## src/common/cbd_pkg.sv

```systemverilog
// constants and types shared by the conditional branch decoder
// How it works
// - not-equal branch taken when zero flag clear
// - carry set/lower on C=1, clear/same-higher on C=0
// - minus on N=1, plus on N=0
// - signed ge on N^V=0, lt on N^V=1
// - half carry set/clear branches test H
// - transfer bit set/clear branches test T
// - overflow set/clear branches test V
// - irq-on branch taken when I is 1
// - irq-off branch taken when I is 0
// - branches keep flags; one cycle, two if taken
// - register copy in one cycle, flags kept
package cbd_pkg;
  // status register bit positions
  localparam int unsigned FLAG_C = 0;
  localparam int unsigned FLAG_Z = 1;
  localparam int unsigned FLAG_N = 2;
  localparam int unsigned FLAG_V = 3;
  localparam int unsigned FLAG_S = 4;
  localparam int unsigned FLAG_H = 5;
  localparam int unsigned FLAG_T = 6;
  localparam int unsigned FLAG_I = 7;
  // operation codes presented on the decode port
  typedef enum logic [4:0] {
    CBD_OP_NOP                    = 5'h00,
    CBD_OP_BRANCH_UNEQUAL         = 5'h01,
    CBD_OP_BRANCH_CARRY_SET       = 5'h02,
    CBD_OP_BRANCH_CARRY_CLEAR     = 5'h03,
    CBD_OP_BRANCH_SAME_OR_HIGHER  = 5'h04,
    CBD_OP_BRANCH_LOWER           = 5'h05,
    CBD_OP_BRANCH_NEGATIVE        = 5'h06,
    CBD_OP_BRANCH_POSITIVE        = 5'h07,
    CBD_OP_BRANCH_SIGNED_GE       = 5'h08,
    CBD_OP_BRANCH_SIGNED_LT       = 5'h09,
    CBD_OP_BRANCH_HALFCARRY_SET   = 5'h0a,
    CBD_OP_BRANCH_HALFCARRY_CLEAR = 5'h0b,
    CBD_OP_BRANCH_TRANSFER_SET    = 5'h0c,
    CBD_OP_BRANCH_TRANSFER_CLEAR  = 5'h0d,
    CBD_OP_BRANCH_OVERFLOW_SET    = 5'h0e,
    CBD_OP_BRANCH_OVERFLOW_CLEAR  = 5'h0f,
    CBD_OP_BRANCH_IRQ_ON          = 5'h10,
    CBD_OP_BRANCH_IRQ_OFF         = 5'h11,
    CBD_OP_REGISTER_COPY          = 5'h12
  } cbd_op_t;
  // reset values
  localparam logic [7:0] SREG_RST = 8'h00;
  localparam logic [7:0] REG_RST  = 8'h00;
  // cycle counts
  localparam int unsigned BR_TAKEN_CYCLES = 2;
endpackage

```

## src/logic/cbd_cond.sv

```systemverilog
// branch condition evaluator
`timescale 1ns/1ps
`default_nettype none
module cbd_cond (
  input  wire logic             [4:0] op_i,
  input  wire logic             [7:0] sreg_i,
  output logic                        is_branch_o,
  output logic                        take_o
);
  import cbd_pkg::*;
  // pick the flag test for each branch form
  always_comb begin
    is_branch_o = 1'b1;
    take_o      = 1'b0;
    case (cbd_op_t'(op_i))
      CBD_OP_BRANCH_UNEQUAL:         take_o = ~sreg_i[FLAG_Z];
      CBD_OP_BRANCH_CARRY_SET,
      CBD_OP_BRANCH_LOWER:           take_o = sreg_i[FLAG_C];
      CBD_OP_BRANCH_CARRY_CLEAR,
      CBD_OP_BRANCH_SAME_OR_HIGHER:  take_o = ~sreg_i[FLAG_C];
      CBD_OP_BRANCH_NEGATIVE:        take_o = sreg_i[FLAG_N];
      CBD_OP_BRANCH_POSITIVE:        take_o = ~sreg_i[FLAG_N];
      CBD_OP_BRANCH_SIGNED_GE:       take_o = ~(sreg_i[FLAG_N] ^ sreg_i[FLAG_V]);
      CBD_OP_BRANCH_SIGNED_LT:       take_o = sreg_i[FLAG_N] ^ sreg_i[FLAG_V];
      CBD_OP_BRANCH_HALFCARRY_SET:   take_o = sreg_i[FLAG_H];
      CBD_OP_BRANCH_HALFCARRY_CLEAR: take_o = ~sreg_i[FLAG_H];
      CBD_OP_BRANCH_TRANSFER_SET:    take_o = sreg_i[FLAG_T];
      CBD_OP_BRANCH_TRANSFER_CLEAR:  take_o = ~sreg_i[FLAG_T];
      CBD_OP_BRANCH_OVERFLOW_SET:    take_o = sreg_i[FLAG_V];
      CBD_OP_BRANCH_OVERFLOW_CLEAR:  take_o = ~sreg_i[FLAG_V];
      CBD_OP_BRANCH_IRQ_ON:          take_o = sreg_i[FLAG_I];
      CBD_OP_BRANCH_IRQ_OFF:         take_o = ~sreg_i[FLAG_I];
      default:                       is_branch_o = 1'b0;
    endcase
  end
endmodule // cbd_cond
`default_nettype wire

```

## src/logic/cbd_core.sv

```systemverilog
// branch and register copy execute stage
`timescale 1ns/1ps
`default_nettype none
module cbd_core #(
  parameter int unsigned PC_W  = 12,
  parameter int unsigned OFS_W = 7,
  parameter int unsigned NREG  = 32
) (
  input  wire logic                   clk_sys_i,
  input  wire logic                   rst_b_i,
  input  wire logic                   valid_i,
  input  wire logic [4:0]             op_i,
  input  wire logic [OFS_W-1:0]       offset_i,
  input  wire logic [$clog2(NREG)-1:0] dest_i,
  input  wire logic [$clog2(NREG)-1:0] source_register_i,
  input  wire logic                   sreg_we_i,
  input  wire logic [7:0]             sreg_wdata_i,
  input  wire logic [$clog2(NREG)-1:0] rd_addr_i,
  output logic                        ready_o,
  output logic      [PC_W-1:0]        pc_o,
  output logic      [7:0]             sreg_o,
  output logic      [7:0]             rd_data_o,
  output logic                        taken_o,
  output logic                        done_o
);
  import cbd_pkg::*;
  localparam int unsigned AW = $clog2(NREG);

  // refuse shapes the logic cannot serve
  initial begin
    if (OFS_W < 2 || OFS_W > PC_W || NREG < 2) begin
      $error("cbd_core: bad parameters");
    end
  end

  typedef enum logic [0:0] {CBD_EXEC, CBD_FLUSH} cbd_state_t;

  // sign-extend the displacement to program counter width
  function automatic logic [PC_W-1:0] cbd_sext(input logic [OFS_W-1:0] k);
    cbd_sext = {{(PC_W-OFS_W){k[OFS_W-1]}}, k};
  endfunction

  cbd_state_t       state_ff;
  logic [PC_W-1:0]  pc_ff;
  logic [PC_W-1:0]  nxt_pc;
  logic [7:0]       sreg_ff;
  logic [7:0]       regs_ff [NREG];
  logic [7:0]       rd_data_ff;
  logic             taken_ff;
  logic             done_ff;
  logic             is_branch;
  logic             take;
  logic             accept;
  logic             is_copy;

  cbd_cond u_cond (
    .op_i        (op_i),
    .sreg_i      (sreg_ff),
    .is_branch_o (is_branch),
    .take_o      (take)
  );

  assign accept  = valid_i && (state_ff == CBD_EXEC);
  assign is_copy = cbd_op_t'(op_i) == CBD_OP_REGISTER_COPY;

  // next pc: incremented pc plus displacement when taken
  always_comb begin
    nxt_pc = pc_ff + {{(PC_W-1){1'b0}}, 1'b1};
    if (accept && is_branch && take) begin
      nxt_pc = pc_ff + cbd_sext(offset_i) + {{(PC_W-1){1'b0}}, 1'b1};
    end
  end

  // taken branch spends a second cycle flushing
  always_ff @(posedge clk_sys_i or negedge rst_b_i) begin
    if (!rst_b_i) begin
      state_ff <= CBD_EXEC;
    end else begin
      case (state_ff)
        CBD_EXEC:  state_ff <= (accept && is_branch && take) ? CBD_FLUSH : CBD_EXEC;
        CBD_FLUSH: state_ff <= CBD_EXEC;
        default:   state_ff <= CBD_EXEC;
      endcase
    end
  end

  // program counter advances once per accepted instruction
  always_ff @(posedge clk_sys_i or negedge rst_b_i) begin
    if (!rst_b_i) begin
      pc_ff <= '0;
    end else if (accept) begin
      pc_ff <= nxt_pc;
    end
  end

  // flags only change by the external write port, never by branch or copy
  always_ff @(posedge clk_sys_i or negedge rst_b_i) begin
    if (!rst_b_i) begin
      sreg_ff <= SREG_RST;
    end else if (sreg_we_i) begin
      sreg_ff <= sreg_wdata_i;
    end
  end

  // register file; copy completes in the accepting cycle
  always_ff @(posedge clk_sys_i or negedge rst_b_i) begin
    if (!rst_b_i) begin
      for (int i = 0; i < NREG; i++) begin
        regs_ff[i] <= REG_RST;
      end
    end else if (accept && is_copy) begin
      regs_ff[dest_i] <= regs_ff[source_register_i];
    end
  end

  // status outputs
  always_ff @(posedge clk_sys_i or negedge rst_b_i) begin
    if (!rst_b_i) begin
      rd_data_ff <= REG_RST;
      taken_ff   <= 1'b0;
      done_ff    <= 1'b0;
    end else begin
      rd_data_ff <= regs_ff[rd_addr_i];
      taken_ff   <= accept && is_branch && take;
      done_ff    <= (accept && !(is_branch && take)) || (state_ff == CBD_FLUSH);
    end
  end

  assign ready_o   = state_ff == CBD_EXEC;
  assign pc_o      = pc_ff;
  assign sreg_o    = sreg_ff;
  assign rd_data_o = rd_data_ff;
  assign taken_o   = taken_ff;
  assign done_o    = done_ff;

  // taken branch blocks the next cycle
  property p_taken_stall;
    @(posedge clk_sys_i) disable iff (!rst_b_i)
      (accept && is_branch && take) |=> !ready_o ##1 ready_o;
  endproperty
  a_taken_stall: assert property (p_taken_stall) else $error("taken branch not two cycles");

  // untaken branch ready next cycle
  property p_untaken;
    @(posedge clk_sys_i) disable iff (!rst_b_i)
      (accept && is_branch && !take) |=> ready_o && done_o && !taken_o;
  endproperty
  a_untaken: assert property (p_untaken) else $error("untaken branch not one cycle");

  // taken target
  property p_target;
    @(posedge clk_sys_i) disable iff (!rst_b_i)
      (accept && is_branch && take) |=> pc_o == $past(pc_ff) + $past(cbd_sext(offset_i)) + 1'b1;
  endproperty
  a_target: assert property (p_target) else $error("wrong branch target");

  // fall through
  property p_fall;
    @(posedge clk_sys_i) disable iff (!rst_b_i)
      (accept && !(is_branch && take)) |=> pc_o == $past(pc_ff) + 1'b1;
  endproperty
  a_fall: assert property (p_fall) else $error("wrong fall-through pc");

  // flags kept without write
  property p_flags;
    @(posedge clk_sys_i) disable iff (!rst_b_i)
      !sreg_we_i |=> $stable(sreg_o);
  endproperty
  a_flags: assert property (p_flags) else $error("flags changed");

  // zero flag decides unequal branch
  property p_unequal;
    @(posedge clk_sys_i) disable iff (!rst_b_i)
      (accept && cbd_op_t'(op_i) == CBD_OP_BRANCH_UNEQUAL) |=> taken_o == !$past(sreg_ff[FLAG_Z]);
  endproperty
  a_unequal: assert property (p_unequal) else $error("unequal branch wrong");

  // signed lt decision
  property p_lt;
    @(posedge clk_sys_i) disable iff (!rst_b_i)
      (accept && cbd_op_t'(op_i) == CBD_OP_BRANCH_SIGNED_LT)
        |=> taken_o == ($past(sreg_ff[FLAG_N]) ^ $past(sreg_ff[FLAG_V]));
  endproperty
  a_lt: assert property (p_lt) else $error("signed lt wrong");

  // copy lands in one cycle
  property p_copy;
    @(posedge clk_sys_i) disable iff (!rst_b_i)
      (accept && is_copy) |=> regs_ff[$past(dest_i)] == $past(regs_ff[source_register_i]);
  endproperty
  a_copy: assert property (p_copy) else $error("copy wrong");

  // irq-off decision
  property p_irq;
    @(posedge clk_sys_i) disable iff (!rst_b_i)
      (accept && cbd_op_t'(op_i) == CBD_OP_BRANCH_IRQ_OFF) |=> taken_o == !$past(sreg_ff[FLAG_I]);
  endproperty
  a_irq: assert property (p_irq) else $error("irq-off branch wrong");

  // carry set and lower forms follow C
  property p_carry_set;
    @(posedge clk_sys_i) disable iff (!rst_b_i)
      (accept && (cbd_op_t'(op_i) == CBD_OP_BRANCH_CARRY_SET || cbd_op_t'(op_i) == CBD_OP_BRANCH_LOWER))
        |=> taken_o == $past(sreg_ff[FLAG_C]);
  endproperty
  a_carry_set: assert property (p_carry_set) else $error("carry set branch wrong");

  // carry clear and same-or-higher forms follow not C
  property p_carry_clr;
    @(posedge clk_sys_i) disable iff (!rst_b_i)
      (accept && (cbd_op_t'(op_i) == CBD_OP_BRANCH_CARRY_CLEAR || cbd_op_t'(op_i) == CBD_OP_BRANCH_SAME_OR_HIGHER))
        |=> taken_o == !$past(sreg_ff[FLAG_C]);
  endproperty
  a_carry_clr: assert property (p_carry_clr) else $error("carry clear branch wrong");

  // minus form follows N
  property p_neg;
    @(posedge clk_sys_i) disable iff (!rst_b_i)
      (accept && cbd_op_t'(op_i) == CBD_OP_BRANCH_NEGATIVE)
        |=> taken_o == $past(sreg_ff[FLAG_N]);
  endproperty
  a_neg: assert property (p_neg) else $error("minus branch wrong");

  // plus form follows not N
  property p_pos;
    @(posedge clk_sys_i) disable iff (!rst_b_i)
      (accept && cbd_op_t'(op_i) == CBD_OP_BRANCH_POSITIVE)
        |=> taken_o == !$past(sreg_ff[FLAG_N]);
  endproperty
  a_pos: assert property (p_pos) else $error("plus branch wrong");

  // signed ge decision
  property p_ge;
    @(posedge clk_sys_i) disable iff (!rst_b_i)
      (accept && cbd_op_t'(op_i) == CBD_OP_BRANCH_SIGNED_GE)
        |=> taken_o == !($past(sreg_ff[FLAG_N]) ^ $past(sreg_ff[FLAG_V]));
  endproperty
  a_ge: assert property (p_ge) else $error("signed ge wrong");

  // half carry set form
  property p_half_set;
    @(posedge clk_sys_i) disable iff (!rst_b_i)
      (accept && cbd_op_t'(op_i) == CBD_OP_BRANCH_HALFCARRY_SET)
        |=> taken_o == $past(sreg_ff[FLAG_H]);
  endproperty
  a_half_set: assert property (p_half_set) else $error("half carry set branch wrong");

  // half carry clear form
  property p_half_clr;
    @(posedge clk_sys_i) disable iff (!rst_b_i)
      (accept && cbd_op_t'(op_i) == CBD_OP_BRANCH_HALFCARRY_CLEAR)
        |=> taken_o == !$past(sreg_ff[FLAG_H]);
  endproperty
  a_half_clr: assert property (p_half_clr) else $error("half carry clear branch wrong");

  // transfer bit set form
  property p_tr_set;
    @(posedge clk_sys_i) disable iff (!rst_b_i)
      (accept && cbd_op_t'(op_i) == CBD_OP_BRANCH_TRANSFER_SET)
        |=> taken_o == $past(sreg_ff[FLAG_T]);
  endproperty
  a_tr_set: assert property (p_tr_set) else $error("transfer set branch wrong");

  // transfer bit clear form
  property p_tr_clr;
    @(posedge clk_sys_i) disable iff (!rst_b_i)
      (accept && cbd_op_t'(op_i) == CBD_OP_BRANCH_TRANSFER_CLEAR)
        |=> taken_o == !$past(sreg_ff[FLAG_T]);
  endproperty
  a_tr_clr: assert property (p_tr_clr) else $error("transfer clear branch wrong");

  // overflow set form
  property p_ovf_set;
    @(posedge clk_sys_i) disable iff (!rst_b_i)
      (accept && cbd_op_t'(op_i) == CBD_OP_BRANCH_OVERFLOW_SET)
        |=> taken_o == $past(sreg_ff[FLAG_V]);
  endproperty
  a_ovf_set: assert property (p_ovf_set) else $error("overflow set branch wrong");

  // overflow clear form
  property p_ovf_clr;
    @(posedge clk_sys_i) disable iff (!rst_b_i)
      (accept && cbd_op_t'(op_i) == CBD_OP_BRANCH_OVERFLOW_CLEAR)
        |=> taken_o == !$past(sreg_ff[FLAG_V]);
  endproperty
  a_ovf_clr: assert property (p_ovf_clr) else $error("overflow clear branch wrong");

  // irq-on form follows I
  property p_irq_on;
    @(posedge clk_sys_i) disable iff (!rst_b_i)
      (accept && cbd_op_t'(op_i) == CBD_OP_BRANCH_IRQ_ON)
        |=> taken_o == $past(sreg_ff[FLAG_I]);
  endproperty
  a_irq_on: assert property (p_irq_on) else $error("irq-on branch wrong");
endmodule // cbd_core
`default_nettype wire

```

## config.mk

```make
export PLATFORM = sky130hd
export DESIGN_NAME = cbd_core
export DESIGN_NICKNAME = d
export VERILOG_FILES = /design/src/common/cbd_pkg.sv /design/src/logic/cbd_cond.sv /design/src/logic/cbd_core.sv
export SDC_FILE = /design/constraint.sdc
export NUM_CORES = 1
export LEC_CHECK = 0
export BUFFER_PORTS_ARGS = -buffer_cell sky130_fd_sc_hd__buf_2
export CORE_ASPECT_RATIO = 1.5
export CORE_MARGIN = 2
export CORE_UTILIZATION = 50
export DETAILED_ROUTE_END_ITERATION = 8
export PLACE_DENSITY = 0.67
export REMOVE_ABC_BUFFERS = 1
export SYNTH_ARGS = -nofsm -noshare
export SYNTH_HDL_FRONTEND = slang
export SYNTH_SLANG_ARGS = --single-unit
```

## constraint.sdc

```tcl
create_clock -name clk_sys_i -period 4.1 [get_ports clk_sys_i]
set_clock_uncertainty 0.2 [all_clocks]
set_input_delay 0.41 -clock clk_sys_i [delete_from_list [all_inputs] [get_ports clk_sys_i]]
set_output_delay 0.41 -clock clk_sys_i [all_outputs]
set_load 0.05 [all_outputs]
```

# Yosys cells after proc, flatten, opt, wreduce, memory -nomap -nowiden
# Cells that the tools add are included.
[classes]
n_addsub = 3
mul = 0
n_div = 0
order_cmp = 4
n_eq_ne = 18
n_shift = 0
mux = 14
n_bitwise = 13
n_reduce_logical = 12
[ops]
columns = ["op", "count"]
rows = [
  ["bitwise mux 256 bit", 1],
  ["binary-select mux 8 bit (select 5 bit)", 2],
  ["demux 8 bit (select 5 bit)", 1],
  ["== test 5 x 4 -> 1 bit, second input constant", 8],
  ["two-way mux 8 bit", 5],
  ["adder 12 x 1 -> 12 bit, second input constant", 2],
  ["== test 5 x 3 -> 1 bit, second input constant", 4],
  [">= comparator 6 bit, second input constant", 3],
  ["NOT 5 -> 6 bit", 3],
  ["OR reduction 17 bit", 1],
  ["== test 5 bit, second input constant", 3],
  ["case mux 1 bit (15 select lines)", 1],
  ["adder 12 bit", 1],
  ["two-way mux 12 bit", 1],
  ["== test 5 x 2 -> 1 bit, second input constant", 2],
  ["NOT 1 bit", 9],
  ["logical AND 1 bit", 7],
  ["< comparator 6 x 1 -> 1 bit, second input constant", 1],
  ["== test 5 x 1 -> 1 bit, second input constant", 1],
  ["OR reduction 2 bit", 2],
  ["two-way mux 1 bit", 2],
  ["case mux 1 bit (2 select lines)", 1],
  ["logical NOT 1 bit", 1],
  ["logical OR 1 bit", 1],
  ["bitwise XOR 1 bit", 1],
]
[totals]
register_bits = 287
latchBits = 0
ramBits = 0
rom_bits = 0
output_inout_bits = 31
elab_cells = 102
memories = 0

# Longest topological paths before layout
[logic_depth]
ltp_word = 7
ltp_mapped = 11
ltp_nobuf = 11

# Hierarchy
# Synthesis repeated with hierarchy kept, for this count alone.
[unflattened]
cells_unflattened = 1422
hier_area_um2 = 15434.8
[by_module_without_submodules]
columns = ["module", "n_inst", "cells_per_inst", "area_per_inst_um2", "seq_area_each_um2"]
rows = [
  ["cbd_core", 1, 1395, 15224.6, 7181.9],
  ["cbd_cond", 1, 27, 210.2, 0.0],
]

# Worst setup path before layout
# No wires, ideal clock.
[synth_path]
path_type = "input-to-reg"
start = "input port source_register_i[1]"
end = "register regs_ff[150] (netlist bit)"
setup_time_ns = 0.125
arrival_time_ns = 2.537
required_ns = 3.775
path_slack_ns = 1.239
cell_stages = 7
path_buffers = 3
cell_sequence = "clkbuf_1 clkbuf_1 mux4_2 mux4_2 mux2_2 buf_2 mux2_2"
[synth_via]
elab_chain_cells = 5
[synth_rtl]
columns = ["item", "line", "rtl"]
rows = [
  ["from (decl)", "cbd_core.sv:15", "input wire logic [$clog2(NREG)-1:0] source_register_i,"],
  ["NOT 5 -> 6 bit (not written as such)", "cbd_core.sv:112", "regs_ff[dest_i] <= regs_ff[source_register_i];"],
  ["binary-select mux 8 bit (select 5 bit)", "cbd_core.sv:112", ""],
  ["two-way mux 8 bit (not written as such) (2 in a row)", "cbd_core.sv:112", ""],
  ["bitwise mux 256 bit", "cbd_core.sv:112", ""],
  ["to (signal, indexed assignment)", "cbd_core.sv:112", ""],
  ["to (decl)", "cbd_core.sv:47", "logic [7:0] regs_ff [NREG];"],
]
# Every way passes these cells. The select of a mux whose other input is x is not followed.
# A chain may end at the register's enable or synchronous reset.

# Final worst setup path
[layout_path]
start = "input port valid_i"
end = "register regs_ff[36] (netlist bit)"
[layout_via]
elab_chain_cells = 2
[layout_rtl]
columns = ["item", "line", "rtl"]
rows = [
  ["from (decl)", "cbd_core.sv:11", "input wire logic valid_i,"],
  ["logical AND 1 bit", "cbd_core.sv:63", "assign accept = valid_i && (state_ff == CBD_EXEC);"],
  ["logical AND 1 bit", "cbd_core.sv:111", "end else if (accept && is_copy) begin"],
]
# Every way passes these cells.

==> metrics.txt <==
WL/cell 26.9 µm; Synth area leaders dfrtp_1 (44%), mux4_2 (22%), mux2_2 (14%); area growth from synthesis to layout 11.4%; core area 31,800 µm²; Top FF cell, synth dfrtp_1; Yosys reg bits 287; Routed Antenna Nets 0; Worst EP arrival 3220 ps; share of layout cells above drive strength 1 53.0%; average size of a mapped cell roughly 16 µm²; CTS max path bufs 3; Cell Area, Synth 16,200 µm²; Final TNS setup 0 ps; htree depth 1; post-synthesis sequential area ratio approximately 44%; final wirelength around 41,000 µm; Critical Path RT 4340 ps; fillcell total between 2,000 and 3,000; DR iter-0 viols between 600 and 700; Sink Count 287; P_sw 2.01 mW; first-pass GRT wire length approximately 64,000 µm; Power Internal just over 5 mW; status finished, final reports clean; Yosys cell types 59; hold_sp sreg_we_i; power per cell area 398 nW/µm²; cell taking the most area after synthesis dfrtp_1; Tmin final 2980 ps; nature of the critical path endpoint flop; Post-CTS Setup Inserts 0; Worst-path clk slew 60 ps; DRC viols 0; CTS tree done; clock share of power 41.6%; nets@finish 1,140; vias post-DR about 10,000; initial core utilization 50.9%; Ys Warns 0; HP Class in2reg; Row Count 80; Worst Slack Setup Final 1120 ps; peak supply drop 0.453 mV; Post-synth ARST share 100%; Overall Global Routing Usage 25.3%; Seq pwr share a little over two fifths; Slew HR 39.1%; fin. max-slew vios 0; Final Wtd Congestion 0.870; Die Ht 224 µm; CP Launch Type primary input; Num CTS Buffers 29; DP Area 16,800 µm²; number of enable flip-flop cells after synthesis 0; Resized Gates After CTS 0; clk root buf clkbuf_16; Lkg Pwr between 8 and 9 nW; MaxCap Viol Count 0; Via-to-Cell Ratio around 6.4; crit path launch valid_i; Worst-Skew Late Latency approximately 560 ps; Max Clk Rate 336 MHz; fin crit share 72.7%; Syn Inst Count approximately 1,000; Crit Path Class in2reg; initial antenna violation count 2; largest net degree at the start of global routing 112; gr ovfl total 0; PortBufs 69; Worst Tran Pin Value 914 ps; fin area 18,000 µm²; post-place setup slack 648 ps; share of the synthesized area in the top cell type 44.3%; switching share of power 28.0%; Max FO, Critical Path 12; fin util 56.7%; Die X-Extent ~150 µm; Die Area 33,900 µm²; Critical R2R Launch pc_o[0]$_DFFE_PN0P_; DR pass1 iterations 6; num ports 70; vias in the first global route 10,213; Gate power share 16.7%; post-DP HPWL 27,500 µm; Hold Fails Final Rpt 0; # setup viols final 0; RSZ-0062 raised after global routing no
[cell type report]
class	instances	area, µm²	area share [%]
well taps	410	513	2.84
flip-flops and latches	287	7180	39.8
clock inverters	12	239	1.32
repair buffers	107	768	4.26
multi-input cells	649	8460	46.9
inverters	14	52.6	0.291
clock buffers	41	831	4.60
diodes	2	5.00	0.0277
[worst paths after layout]
check / end / slack, ps / cells past startpoint
min in group asynchronous: regs_ff[98]$_DFFE_PN0P_ / 280 / 2
setup reg to reg: pc_o[8]$_DFFE_PN0P_ / 1240 / 11
setup / recovery: regs_ff[36]$_DFFE_PN0P_ / 1120 / 8
hold / removal: sreg_o[1]$_DFFE_PN0P_ / 60 / 2
hold reg to reg: done_o$_DFF_PN0_ / 300 / 2
max in group asynchronous: regs_ff[241]$_DFFE_PN0P_ / 2430 / 3
[cell usage in the layout, fill, tap and decap left out, types with 5 or more instances in the layout]
master / instances
buf_12: 7
nor2_1: 13
dlygate4sd3_1: 14
nor2b_1: 7
mux4_2: 155
inv_1: 12
xnor2_1: 5
mux4_1: 5
nor3_1: 10
nand4_1: 5
a31oi_1: 7
buf_2: 66
dfrtp_1: 287
nand2_1: 33
mux2_2: 203
nand3_1: 11
buf_4: 19
mux2i_1: 10
a21oi_1: 9
nor3b_1: 5
clkbuf_1: 6
nor2_2: 8
o21ai_0: 7
ha_1: 12
mux2_4: 75
bufinv_16: 7
clkbuf_16: 29
clkbuf_8: 6
[metal layers]
layer / vias to the layer above / GRT usage [%] / part of all wire, %
li1: 4162 / - / -
met1: 5211 / 33.0 / 39
met2: 318 / 41.7 / 50
met3: 88 / 2.94 / 4.9
met4: 2 / 13.1 / 5.9
met5: - / 0 / 0.034
[synthesized netlist by cell type, drive strengths merged, types with 3 or more instances]
master	n
ha	12
mux2i	10
mux2	278
a22oi	3
xor2	4
nand3b	3
nand2	33
inv	14
or3	3
nor3	10
nor3b	5
a31oi	7
or4	4
buf	55
and4	3
nor2	25
o21ai	11
clkbuf	29
nor2b	7
a211oi	3
nor4bb	3
mux4	160
a21o	4
dfrtp	287
nand3	11
a21oi	9
xnor2	5
nand4	5
[cells by family after synthesis]
kind of cell               synth area share (%)
AOI/OAI and AO/OA                          2.46
adders and majority gates                  1.05
buffers and inverters                      3.47
xor gates and xnor gates                  0.487
DFF                                        44.3
and+or+nand+nor                            4.16
muxes                                      44.0
[power groups by stage]
stage	combinational [mW]	sequential, mW	clock, mW
2_1_floorplan	0.577	3.26	0
6_report	1.20	3.00	2.98
4_1_cts	1.20	3.00	3.04
3_3_place_gp	1.18	3.04	0
5_1_grt	1.32	3.01	3.16
3_5_place_dp	1.19	3.05	0
[repair_timing]
action                                 4_1_cts  5_1_grt
endpoints found under the hold margin      116        0
hold buffers                                14        0
setup endpoints to repair                    0        0
[critical path, cell delays in order]
cell,delay (ps)
dlygate4sd3_1,520
buf_2,120
nor2b_1,120
buf_4,190
and4_1,330
nand3_1,380
nor2_2,730
mux2_2,400
[flip-flops by register name, summed over array words and instances, names as in the netlist]
name	count
regs_ff	256
taken_o	1
rd_data_o	8
state_ff	1
sreg_o	8
pc_o	12
done_o	1
[through the flow]
stage | power, mW | cells | hold WS, ps
after detailed placement | 4.24 | 1453 | 296
after floorplan | 3.84 | 950 | -85.6
final | 7.18 | 1522 | 63.5
after CTS | 7.24 | 1520 | 36.8
after global placement | 4.22 | 1453 | 276
after global routing | 7.49 | 1520 | 84.7
Note: power is estimated with default switching activity, not from simulation.
